<file path="src/rtc_irq_pkg.sv">
// Constants for the real-time-clock interrupt routing block.
package rtc_irq_pkg;
   // Register indices; each register's byte address is four times its index.
   localparam logic [16:0] ADDR_ALARM_DAY  = 17'h1fff5;
   localparam logic [16:0] ADDR_IRQ_CTRL   = 17'h1fff6;
   localparam logic [16:0] ADDR_FLAGS      = 17'h1fff8;
   localparam logic [16:0] ADDR_MASK       = 17'h1fffc;
   localparam logic [16:0] ADDR_DAY_NOW    = 17'h1fff0;
   // Interrupt control field positions.
   localparam int BIT_WIE  = 7;
   localparam int BIT_AIE  = 6;
   localparam int BIT_POWERFAIL_IRQ_ENABLE = 5;
   localparam int BIT_ABE  = 4;
   localparam int BIT_HL   = 3;
   localparam int BIT_PL   = 2;
   localparam logic [7:0] CTRL_WR_MASK = 8'hfc;
   // Flag positions, shared by status and mask registers.
   localparam int FLG_WD  = 0;
   localparam int FLG_AL  = 1;
   localparam int FLG_PF  = 2;
   localparam int NFLAGS  = 3;
   // Day alarm fields.
   localparam int DAY_MASK_BIT = 7;
   localparam logic [7:0] DAY_WR_MASK = 8'hbf;
   localparam logic [7:0] DAY_VAL_MASK = 8'h3f;
   localparam logic [7:0] RESET_BYTE = 8'h00;
   // Pulse length of the interrupt output.
   localparam int PULSE_NS   = 200;
   localparam int CLK_NS     = 10;
   localparam int PULSE_CYC  = (PULSE_NS + CLK_NS - 1) / CLK_NS;
   localparam logic [7:0] PULSE_CNT = 8'(PULSE_CYC);
   localparam logic [1:0] RESP_OKAY   = 2'h0;
   localparam logic [1:0] RESP_SLVERR = 2'h2;
endpackage : rtc_irq_pkg

</file>
<file path="src/rtc_interrupt_routing.sv">
// Interrupt routing, output pin control and day alarm for the RTC section.
`timescale 1ns/10ps
`default_nettype none
module rtc_interrupt_routing (
   input  wire logic        aclk,
   input  wire logic        aresetn,
   input  wire logic [31:0] s_axi_awaddr,
   input  wire logic        s_axi_awvalid,
   output logic             s_axi_awready,
   input  wire logic [31:0] s_axi_wdata,
   input  wire logic [3:0]  s_axi_wstrb,
   input  wire logic        s_axi_wvalid,
   output logic             s_axi_wready,
   output logic [1:0]       s_axi_bresp,
   output logic             s_axi_bvalid,
   input  wire logic        s_axi_bready,
   input  wire logic [31:0] s_axi_araddr,
   input  wire logic        s_axi_arvalid,
   output logic             s_axi_arready,
   output logic [31:0]      s_axi_rdata,
   output logic [1:0]       s_axi_rresp,
   output logic             s_axi_rvalid,
   input  wire logic        s_axi_rready,
   input  wire logic        watchdog_timeout,
   input  wire logic        powerfail_detect,
   input  wire logic        day_tick,
   input  wire logic [5:0]  current_day_bcd,
   output logic             int_o,
   output logic             int_oe,
   output logic             irq
);
   import rtc_irq_pkg::*;

   logic [7:0]        ctrl_q;
   logic [7:0]        day_q;
   logic [NFLAGS-1:0] flags_q;
   logic [NFLAGS-1:0] mask_q;
   logic [NFLAGS-1:0] event_d;
   logic [NFLAGS-1:0] route_d;
   logic              alarm_match;
   logic              flag_read;
   logic              active_q;
   logic [7:0]        pulse_q;
   logic [31:0]       awaddr_q;
   logic [31:0]       wdata_q;
   logic [3:0]        wstrb_q;
   logic              aw_held_q;
   logic              w_held_q;
   logic              wr_go;
   logic [31:0]       rdata_d;
   logic              rd_ok;

   // Each register owns one aligned word, so the index starts above the two
   // byte-lane bits. Upper address bits are not decoded and the map repeats,
   // which keeps the compare narrow at the cost of aliases.
   localparam int IDX_LSB = 2;
   localparam int IDX_MSB = IDX_LSB + 16;

   // Alarm match: a new day equal to the stored date, unless the date is masked.
   always_comb begin
      alarm_match = day_tick && (day_q[DAY_MASK_BIT] ||
                    ((day_q & DAY_VAL_MASK) == {2'h0, current_day_bcd}));
      event_d = '0;
      event_d[FLG_WD] = watchdog_timeout;
      event_d[FLG_AL] = alarm_match;
      event_d[FLG_PF] = powerfail_detect;
      route_d = '0;
      route_d[FLG_WD] = watchdog_timeout && ctrl_q[BIT_WIE];
      route_d[FLG_AL] = alarm_match && ctrl_q[BIT_AIE];
      route_d[FLG_PF] = powerfail_detect && ctrl_q[BIT_POWERFAIL_IRQ_ENABLE];
   end

   // AXI write: address and data may arrive in either order.
   assign wr_go = aw_held_q && w_held_q && !s_axi_bvalid;

   always_ff @(posedge aclk) begin
      if (!aresetn) begin
         aw_held_q     <= 1'b0;
         w_held_q      <= 1'b0;
         s_axi_awready <= 1'b0;
         s_axi_wready  <= 1'b0;
         s_axi_bvalid  <= 1'b0;
         s_axi_bresp   <= RESP_OKAY;
         awaddr_q      <= '0;
         wdata_q       <= '0;
         wstrb_q       <= '0;
      end else begin
         s_axi_awready <= !aw_held_q && !s_axi_awready && s_axi_awvalid;
         s_axi_wready  <= !w_held_q && !s_axi_wready && s_axi_wvalid;
         if (s_axi_awvalid && s_axi_awready) begin
            aw_held_q <= 1'b1;
            awaddr_q  <= s_axi_awaddr;
         end
         if (s_axi_wvalid && s_axi_wready) begin
            w_held_q <= 1'b1;
            wdata_q  <= s_axi_wdata;
            wstrb_q  <= s_axi_wstrb;
         end
         if (wr_go) begin
            aw_held_q    <= 1'b0;
            w_held_q     <= 1'b0;
            s_axi_bvalid <= 1'b1;
            case (awaddr_q[IDX_MSB:IDX_LSB])
               ADDR_ALARM_DAY, ADDR_IRQ_CTRL, ADDR_FLAGS, ADDR_MASK:
                  s_axi_bresp <= RESP_OKAY;
               default: s_axi_bresp <= RESP_SLVERR;
            endcase
         end else if (s_axi_bvalid && s_axi_bready) begin
            s_axi_bvalid <= 1'b0;
         end
      end
   end

   // Both halves taken at one edge must be answered two edges later.
   a_write_answer: assert property (@(posedge aclk) disable iff (!aresetn)
      s_axi_awvalid && s_axi_awready && s_axi_wvalid && s_axi_wready && !s_axi_bvalid
      |=> ##1 s_axi_bvalid)
      else $error("write was not answered in time");

   // Control and day alarm registers; reserved bits never store a one.
   // Writes use byte lane 0 only, since every register here is a single byte.
   always_ff @(posedge aclk) begin
      if (!aresetn) begin
         ctrl_q <= RESET_BYTE;
         day_q  <= RESET_BYTE;
         mask_q <= '0;
      end else if (wr_go && wstrb_q[0]) begin
         case (awaddr_q[IDX_MSB:IDX_LSB])
            ADDR_IRQ_CTRL:  ctrl_q <= wdata_q[7:0] & CTRL_WR_MASK;
            ADDR_ALARM_DAY: day_q  <= wdata_q[7:0] & DAY_WR_MASK;
            ADDR_MASK:      mask_q <= wdata_q[NFLAGS-1:0];
            default: ;
         endcase
      end
   end

   a_ctrl_write: assert property (@(posedge aclk) disable iff (!aresetn)
      wr_go && wstrb_q[0] && awaddr_q[IDX_MSB:IDX_LSB] == ADDR_IRQ_CTRL
      |=> ctrl_q == (wdata_q[7:0] & CTRL_WR_MASK))
      else $error("control write stored the wrong value");
   a_day_write: assert property (@(posedge aclk) disable iff (!aresetn)
      wr_go && wstrb_q[0] && awaddr_q[IDX_MSB:IDX_LSB] == ADDR_ALARM_DAY
      |=> day_q == (wdata_q[7:0] & DAY_WR_MASK))
      else $error("day alarm write stored the wrong value");
   a_mask_write: assert property (@(posedge aclk) disable iff (!aresetn)
      wr_go && wstrb_q[0] && awaddr_q[IDX_MSB:IDX_LSB] == ADDR_MASK
      |=> mask_q == wdata_q[NFLAGS-1:0])
      else $error("mask write stored the wrong value");

   // Sticky flags: every event sets its flag whatever the enables; set beats clear.
   always_ff @(posedge aclk) begin
      if (!aresetn) begin
         flags_q <= '0;
      end else begin
         if (wr_go && wstrb_q[0] && awaddr_q[IDX_MSB:IDX_LSB] == ADDR_FLAGS)
            flags_q <= (flags_q & ~wdata_q[NFLAGS-1:0]) | event_d;
         else
            flags_q <= flags_q | event_d;
      end
   end

   // Flags stay set until software clears them.
   a_wd_flag_sticky: assert property (@(posedge aclk) disable iff (!aresetn)
      flags_q[FLG_WD] && !wr_go |=> flags_q[FLG_WD])
      else $error("watchdog flag cleared on its own");
   a_al_flag_sticky: assert property (@(posedge aclk) disable iff (!aresetn)
      flags_q[FLG_AL] && !wr_go |=> flags_q[FLG_AL])
      else $error("alarm flag cleared on its own");
   a_pf_flag_sticky: assert property (@(posedge aclk) disable iff (!aresetn)
      flags_q[FLG_PF] && !wr_go |=> flags_q[FLG_PF])
      else $error("power fail flag cleared on its own");
   a_al_sets_flag: assert property (@(posedge aclk) disable iff (!aresetn)
      alarm_match |=> flags_q[FLG_AL])
      else $error("alarm match did not set its flag");
   a_pf_sets_flag: assert property (@(posedge aclk) disable iff (!aresetn)
      powerfail_detect |=> flags_q[FLG_PF])
      else $error("power fail did not set its flag");
   // A masked date matches on every new day, whatever the stored date says.
   a_alarm_masked: assert property (@(posedge aclk) disable iff (!aresetn)
      day_tick && day_q[DAY_MASK_BIT] |=> flags_q[FLG_AL])
      else $error("masked date did not match");
   a_alarm_date: assert property (@(posedge aclk) disable iff (!aresetn)
      day_tick && !day_q[DAY_MASK_BIT] && !flags_q[FLG_AL] &&
      (day_q & DAY_VAL_MASK) != {2'h0, current_day_bcd} |=> !flags_q[FLG_AL])
      else $error("alarm matched a different date");

   // AXI read path.
   always_comb begin
      rdata_d = '0;
      rd_ok   = 1'b1;
      case (s_axi_araddr[IDX_MSB:IDX_LSB])
         ADDR_IRQ_CTRL:  rdata_d[7:0] = ctrl_q & CTRL_WR_MASK;
         ADDR_ALARM_DAY: rdata_d[7:0] = day_q;
         ADDR_FLAGS:     rdata_d[NFLAGS-1:0] = flags_q;
         ADDR_MASK:      rdata_d[NFLAGS-1:0] = mask_q;
         ADDR_DAY_NOW:   rdata_d[5:0] = current_day_bcd;
         default:        rd_ok = 1'b0;
      endcase
   end

   assign flag_read = s_axi_arvalid && s_axi_arready &&
                      s_axi_araddr[IDX_MSB:IDX_LSB] == ADDR_FLAGS;

   always_ff @(posedge aclk) begin
      if (!aresetn) begin
         s_axi_arready <= 1'b0;
         s_axi_rvalid  <= 1'b0;
         s_axi_rdata   <= '0;
         s_axi_rresp   <= RESP_OKAY;
      end else begin
         s_axi_arready <= !s_axi_arready && !s_axi_rvalid && s_axi_arvalid;
         if (s_axi_arvalid && s_axi_arready) begin
            s_axi_rvalid <= 1'b1;
            s_axi_rdata  <= rdata_d;
            s_axi_rresp  <= rd_ok ? RESP_OKAY : RESP_SLVERR;
         end else if (s_axi_rvalid && s_axi_rready) begin
            s_axi_rvalid <= 1'b0;
         end
      end
   end

   // Read data is captured at the address handshake, so a later change of a
   // source does not reach the master while the answer waits.
   a_read_answer: assert property (@(posedge aclk) disable iff (!aresetn)
      s_axi_arvalid && s_axi_arready |=> s_axi_rvalid)
      else $error("read was not answered in time");
   a_ctrl_read_zero: assert property (@(posedge aclk) disable iff (!aresetn)
      s_axi_arvalid && s_axi_arready && s_axi_araddr[IDX_MSB:IDX_LSB] == ADDR_IRQ_CTRL
      |=> s_axi_rdata[1:0] == 2'h0)
      else $error("reserved control bits read as one");
   a_day_read_zero: assert property (@(posedge aclk) disable iff (!aresetn)
      s_axi_arvalid && s_axi_arready && s_axi_araddr[IDX_MSB:IDX_LSB] == ADDR_ALARM_DAY
      |=> s_axi_rdata[6] == 1'b0)
      else $error("reserved day alarm bit read as one");

   // Pin activity: pulse mode times out, level mode waits for a flag read.
   always_ff @(posedge aclk) begin
      if (!aresetn) begin
         active_q <= 1'b0;
         pulse_q  <= '0;
      end else if (|route_d) begin
         active_q <= 1'b1;
         pulse_q  <= PULSE_CNT;
      end else if (ctrl_q[BIT_PL]) begin
         if (pulse_q != '0)
            pulse_q <= pulse_q - 8'h01;
         active_q <= (pulse_q > 8'h01);
      end else if (flag_read) begin
         active_q <= 1'b0;
         pulse_q  <= '0;
      end
   end

   // The timer restarts on every routed event, so a burst of events stretches
   // the pulse; the pin ends a fixed time after the last one.
   a_pulse_start: assert property (@(posedge aclk) disable iff (!aresetn)
      (|route_d) |=> active_q && pulse_q == PULSE_CNT)
      else $error("routed event did not restart the pin timer");
   a_pulse_counts: assert property (@(posedge aclk) disable iff (!aresetn)
      active_q && ctrl_q[BIT_PL] && pulse_q > 8'h01 && !(|route_d)
      |=> active_q && pulse_q == $past(pulse_q) - 8'h01)
      else $error("pulse timer did not count down");
   a_level_clears: assert property (@(posedge aclk) disable iff (!aresetn)
      active_q && !ctrl_q[BIT_PL] && flag_read && !(|route_d) |=> !active_q)
      else $error("flag read did not release the level output");

   // Active high drives both levels; open drain only pulls low when asserted.
   always_ff @(posedge aclk) begin
      if (!aresetn) begin
         int_o  <= 1'b0;
         int_oe <= 1'b0;
      end else if (ctrl_q[BIT_HL]) begin
         int_o  <= active_q;
         int_oe <= 1'b1;
      end else begin
         int_o  <= 1'b0;
         int_oe <= active_q;
      end
   end

   always_ff @(posedge aclk) begin
      if (!aresetn)
         irq <= 1'b0;
      else
         irq <= |(flags_q & mask_q);
   end

   // The irq output trails the status by one edge.
   a_irq_level: assert property (@(posedge aclk) disable iff (!aresetn)
      (flags_q & mask_q) != '0 |=> irq)
      else $error("unmasked status bit did not raise irq");
   a_irq_quiet: assert property (@(posedge aclk) disable iff (!aresetn)
      (flags_q & mask_q) == '0 |=> !irq)
      else $error("irq high with no unmasked status bit");
   // Open drain must never drive the line high; it may only pull it low.
   a_od_never_high: assert property (@(posedge aclk) disable iff (!aresetn)
      !ctrl_q[BIT_HL] |=> !int_o)
      else $error("open-drain pin drove a high level");
   a_hl_drives: assert property (@(posedge aclk) disable iff (!aresetn)
      ctrl_q[BIT_HL] |=> int_oe)
      else $error("active-high pin was released");

   a_wd_sets_flag: assert property (@(posedge aclk) disable iff (!aresetn)
      watchdog_timeout |=> flags_q[FLG_WD])
      else $error("watchdog event did not set flag");
   a_wd_routes_pin: assert property (@(posedge aclk) disable iff (!aresetn)
      watchdog_timeout && ctrl_q[BIT_WIE] |=> active_q)
      else $error("enabled watchdog event did not activate pin");
   a_wd_no_route: assert property (@(posedge aclk) disable iff (!aresetn)
      !active_q && watchdog_timeout && !ctrl_q[BIT_WIE] && !route_d[FLG_AL] && !route_d[FLG_PF]
      |=> !active_q)
      else $error("disabled watchdog event activated pin");
   a_al_routes_pin: assert property (@(posedge aclk) disable iff (!aresetn)
      alarm_match && ctrl_q[BIT_AIE] |=> active_q && flags_q[FLG_AL])
      else $error("enabled alarm did not activate pin");
   a_al_no_route: assert property (@(posedge aclk) disable iff (!aresetn)
      !active_q && alarm_match && !ctrl_q[BIT_AIE] && !route_d[FLG_WD] && !route_d[FLG_PF]
      |=> !active_q && flags_q[FLG_AL])
      else $error("disabled alarm activated pin");
   a_pf_routes_pin: assert property (@(posedge aclk) disable iff (!aresetn)
      powerfail_detect && ctrl_q[BIT_POWERFAIL_IRQ_ENABLE] |=> active_q && flags_q[FLG_PF])
      else $error("enabled power fail did not activate pin");
   a_pf_no_route: assert property (@(posedge aclk) disable iff (!aresetn)
      !active_q && powerfail_detect && !ctrl_q[BIT_POWERFAIL_IRQ_ENABLE] && !route_d[FLG_WD] && !route_d[FLG_AL]
      |=> !active_q && flags_q[FLG_PF])
      else $error("disabled power fail activated pin");
   a_pin_polarity: assert property (@(posedge aclk) disable iff (!aresetn)
      ##1 ($past(ctrl_q[BIT_HL]) ? (int_oe && int_o == $past(active_q))
                                 : (!int_o && int_oe == $past(active_q))))
      else $error("interrupt pin polarity wrong");
   a_ctrl_reserved: assert property (@(posedge aclk) disable iff (!aresetn)
      ctrl_q[1:0] == 2'h0 && day_q[6] == 1'b0)
      else $error("reserved bits stored a one");
   a_level_holds: assert property (@(posedge aclk) disable iff (!aresetn)
      active_q && !ctrl_q[BIT_PL] && !flag_read |=> active_q)
      else $error("level output dropped without flag read");
   a_pulse_ends: assert property (@(posedge aclk) disable iff (!aresetn)
      active_q && ctrl_q[BIT_PL] && pulse_q == 8'h01 && !(|route_d) |=> !active_q)
      else $error("pulse output did not end");
endmodule // rtc_interrupt_routing
`default_nettype wire

</file>
<file path="config.mk">
export PLATFORM = sky130hd
export DESIGN_NAME = rtc_interrupt_routing
export DESIGN_NICKNAME = d
export VERILOG_FILES = /design/src/rtc_irq_pkg.sv /design/src/rtc_interrupt_routing.sv
export SDC_FILE = /design/constraint.sdc
export NUM_CORES = 1
export LEC_CHECK = 0
export BUFFER_PORTS_ARGS = -buffer_cell sky130_fd_sc_hd__buf_2
export CORE_MARGIN = 2
export CORE_UTILIZATION = 30
export DETAILED_ROUTE_END_ITERATION = 8
export SLEW_MARGIN = 15
export SYNTH_ARGS = -nofsm -noshare
export SYNTH_HDL_FRONTEND = slang
export SYNTH_SLANG_ARGS = --single-unit
</file>
<file path="constraint.sdc">
create_clock -name aclk -period 2.54 [get_ports aclk]
set_input_delay 0.254 -clock aclk [delete_from_list [all_inputs] [get_ports aclk]]
set_output_delay 0.254 -clock aclk [all_outputs]
set_load 0.03 [all_outputs]
</file>
==> results summary <==
The first global-routing pass estimated about 14 mm of wire. The area of the core is between 10000 and 15000 um^2. The worst setup path is captured at a flop. The number of iterations in the first detailed-routing pass came out at 4. The top-level I/O count is 160.

The layout overhead on the synthesized area came out at 20.9%. Counting flops and latches in the post-synthesis netlist gives 74. The floorplan row count is 39. The number of levels in the clock H-tree is 3.

Of the available clock period, the critical path in the final layout requires between 70% and 80%. The routed via count is 3128. The later-pin clock latency in the skew report came out at around 0.33 ns. The via count of the first global-routing pass came out at around 3000. The worst setup path is launched from a flop. The leakage power is 1.70 nW. The cell-internal power came out at 0.00202 W.

The highest clock rate is 502 MHz. The worst max-slew margin expressed relative to the limit came out at 48.1%. The final layout contains slightly above 600 nets. The most used flip-flop cell after synthesis is sky130_fd_sc_hd__dfxtp_1. The flow ran to the end, and the final reports show no timing, DRC or antenna violations. The vertical die dimension came out at about 110 um. Setup repair after global routing left no endpoint under its margin. At the placement stage, the worst setup path has a slack of 0.520 ns. In this run the power density over the cells is between 600 and 700 nW/um^2. The path class of the tightest hold or removal check is primary input to flop. The post-DP HPWL is 6.45 mm. In this run the clock root is driven by a sky130_fd_sc_hd__clkbuf_16. The sum of internal, switching and leakage power came out at around 0.0027 W. The hold buffer count at CTS came out at 0.

The combinational share of power is between 7 and 8%. The mean routed wirelength per cell came out at 13.5 um. The setup total negative slack came out at 0 ns. The number of unique standard cell types used by synthesis is between 50 and 60. The switching share of power came out at about a quarter.

The cell area after synthesis is 3500 um^2. The portion of the post-synthesis area used by sequential elements came out at 42.4%. The initial utilization of the core area, before any placement, comes to 30.6%. The largest voltage drop on the vdd net came out at ~0.34 mV.

The filler cell count came out at about 1200. After detailed routing, the number of vias per cell comes to approximately 4.8. Input and output buffers added on the ports amount to between 70 and 80. Sorting the synthesized cells by area gives the leading types as sky130_fd_sc_hd__dfxtp_1 (42%), sky130_fd_sc_hd__nand2_1 (8.8%), sky130_fd_sc_hd__a21oi_1 (6.3%).

TritonCTS created 9 clock buffers. The power dissipated by switching net loads came out at just under 0.0007 W. The number of nets with antenna violations after detailed routing is 0. The total of warnings raised by yosys came out at 0. Setup violations remaining at the end of the flow were counted as 0. The global route total overflow came out at 0. The number of instances resized during post-cts repair is 0. The total of max-cap violations is 0. The clock period minus worst slack is about 2.0 ns. The arrival time of data at the critical path endpoint is around 2.2 ns.

The commonest cells after synthesis are sky130_fd_sc_hd__nand2_1 (82), sky130_fd_sc_hd__dfxtp_1 (74), sky130_fd_sc_hd__a21oi_1 (44). The total length of routed wires is ~8.7 mm. The clock transition at the register clock pins on the worst setup and hold paths after CTS came out at 0.06 ns. For this run, design rule violations remaining after detail routing come to 0.

The worst setup path is of the flop to flop kind. The share of layout cells above drive strength 1 came out at 21.9%. For the worst setup path, the data required time is around 2.7 ns.

The die covers 12500 um^2. The share of synthesized registers carrying an async set or reset came out at 0%. The cell area reported after detailed placement is approximately 3900 um^2. The initial antenna violation count was 0. The clock drives between 70 and 80 sinks. The part of the total power dissipated in sequential elements came out at 44.5%.

The die is approximately 110 um wide. The post-CTS setup-driven buffer insertion count is 0. Summed over all instances, the cell type with the most area after synthesis is sky130_fd_sc_hd__dfxtp_1. The post-synthesis instance total is about 420.

The clock tree from TritonCTS is done. The repair_antennas step left the layout with diodes totalling 0. At the pin with the least slew margin, the transition time is between 0.7 and 0.8 ns. The all-layer global routing usage came out at ~14%.

sky130_fd_sc_hd__nand2_1 is the most common cell in the netlist. The routability-driven placement congestion ratio is 0.868. For the final database, setup skew stands at between 0.004 and 0.005 ns.

Of all nets on the critical path, the largest fanout is 6. Counting flops with a built-in enable in the synthesized netlist gives 0. The final number of max-transition violations is 0.

The detailed router finished its first iteration with ~130 violations. The post-route cell area came out at 4230 um^2. The share of total power dissipated in the clock network is a little under half. The final number of hold-violating endpoints came to 0.

The pin count of the biggest net entering global routing is slightly below 60. The clock tree buffer depth is 2. Summed over its instances, the top area cell type makes up 42.4% of the synthesized netlist area. The synthesized area divided by synthesized cell count is a little over 8 um^2. The worst hold margin is about 0.16 ns. Setup slack closes at between 0.5 and 0.6 ns.
cell families (layout without fill, tap and decap cells):
kind of cell | after synthesis | after routing | synth area share (%)
and+or+nand+nor | 193 | 193 | 27.5
AOI/OAI and AO/OA | 79 | 79 | 13.7
DFF | 74 | 74 | 42.4
buffers and inverters | 48 | 102 | 8.05
muxes | 18 | 18 | 5.29
xor gates and xnor gates | 9 | 9 | 2.25
adders and majority gates | 2 | 2 | 0.715
other | 1 | 26 | 0.107
critical path, stage by stage, from the launching register on:
cell and delay [ns]:
sky130_fd_sc_hd__dfxtp_1 0.33, sky130_fd_sc_hd__nand4_1 0.17, sky130_fd_sc_hd__nor4_2 0.47, sky130_fd_sc_hd__and4b_1 0.58, sky130_fd_sc_hd__mux2i_1 0.25, sky130_fd_sc_hd__nor2_1 0.05
layer usage:
layer | GRT usage (%) | wire length, um | vias to the layer above
met5 | 0 | 0 | -
met4 | 4.07 | 67 | 0
met3 | 4.08 | 501 | 4
met2 | 23.3 | 4140 | 101
met1 | 18.2 | 4030 | 1437
li1 | - | - | 1586
registers in the layout, indices dropped and copies added (netlist names), 3 cells and up:
signal,count
awaddr_q,17
pulse_q,8
mask_q,3
s_axi_rdata,8
flags_q,3
day_q,7
wdata_q,8
ctrl_q,6
power by group through the flow:
| stage | combinational (W) | sequential (W) | clock, W |
|---|---|---|---|
| 2_1_floorplan | 0.000157 | 0.00123 | 0 |
| 3_3_place_gp | 0.000208 | 0.00122 | 0 |
| 3_5_place_dp | 0.000211 | 0.00123 | 0 |
| 4_1_cts | 0.000211 | 0.00120 | 0.00131 |
| 5_1_grt | 0.000232 | 0.00120 | 0.00136 |
| 6_report | 0.000210 | 0.00120 | 0.00128 |
cells in the final DEF (no fill, tap or decap), types with 6 or more instances in the layout:
cell type                   count
sky130_fd_sc_hd__nand3_1       11
sky130_fd_sc_hd__buf_2         76
sky130_fd_sc_hd__nor2_1        34
sky130_fd_sc_hd__nand2_1       82
sky130_fd_sc_hd__clkbuf_16      9
sky130_fd_sc_hd__nand2b_1       6
sky130_fd_sc_hd__nor3_1         8
sky130_fd_sc_hd__dfxtp_1       74
sky130_fd_sc_hd__conb_1        26
sky130_fd_sc_hd__a21oi_1       44
sky130_fd_sc_hd__o21ai_0       13
sky130_fd_sc_hd__xnor2_1        7
sky130_fd_sc_hd__mux2i_1       14
sky130_fd_sc_hd__nand4_1       10
final timing paths:
check | startpoint | depth (start not counted) | endpoint | slack (ns)
worst min-delay path | s_axi_awaddr[4] | 3 | awaddr_q[4] | 0.16
worst max-delay path | awaddr_q[11] | 5 | ctrl_q[2] | 0.55
worst min register to register | w_held_q | 1 | s_axi_wready | 0.45
worst max register to register | awaddr_q[11] | 5 | ctrl_q[2] | 0.55
area by class of cell:
| cell class | count | area (um^2) | share of cell area, % |
|---|---|---|---|
| multi-input combinational | 327 | 1830 | 43.2 |
| clock buffer | 9 | 225 | 5.33 |
| clock inverter | 7 | 78.8 | 1.86 |
| sequential | 74 | 1480 | 35.0 |
| timing repair buffer | 81 | 418 | 9.88 |
| tap | 143 | 179 | 4.23 |
| inverter | 5 | 18.8 | 0.444 |
metrics by stage:
step / util, % / instances
after global routing: 37.0 / 646
after CTS: 37.0 / 646
after global placement: 34.4 / 630
after floorplan: - / 449
final: 37.0 / 646
after detailed placement: 34.4 / 630
No activity file was read; power rests on OpenSTA's default activity.
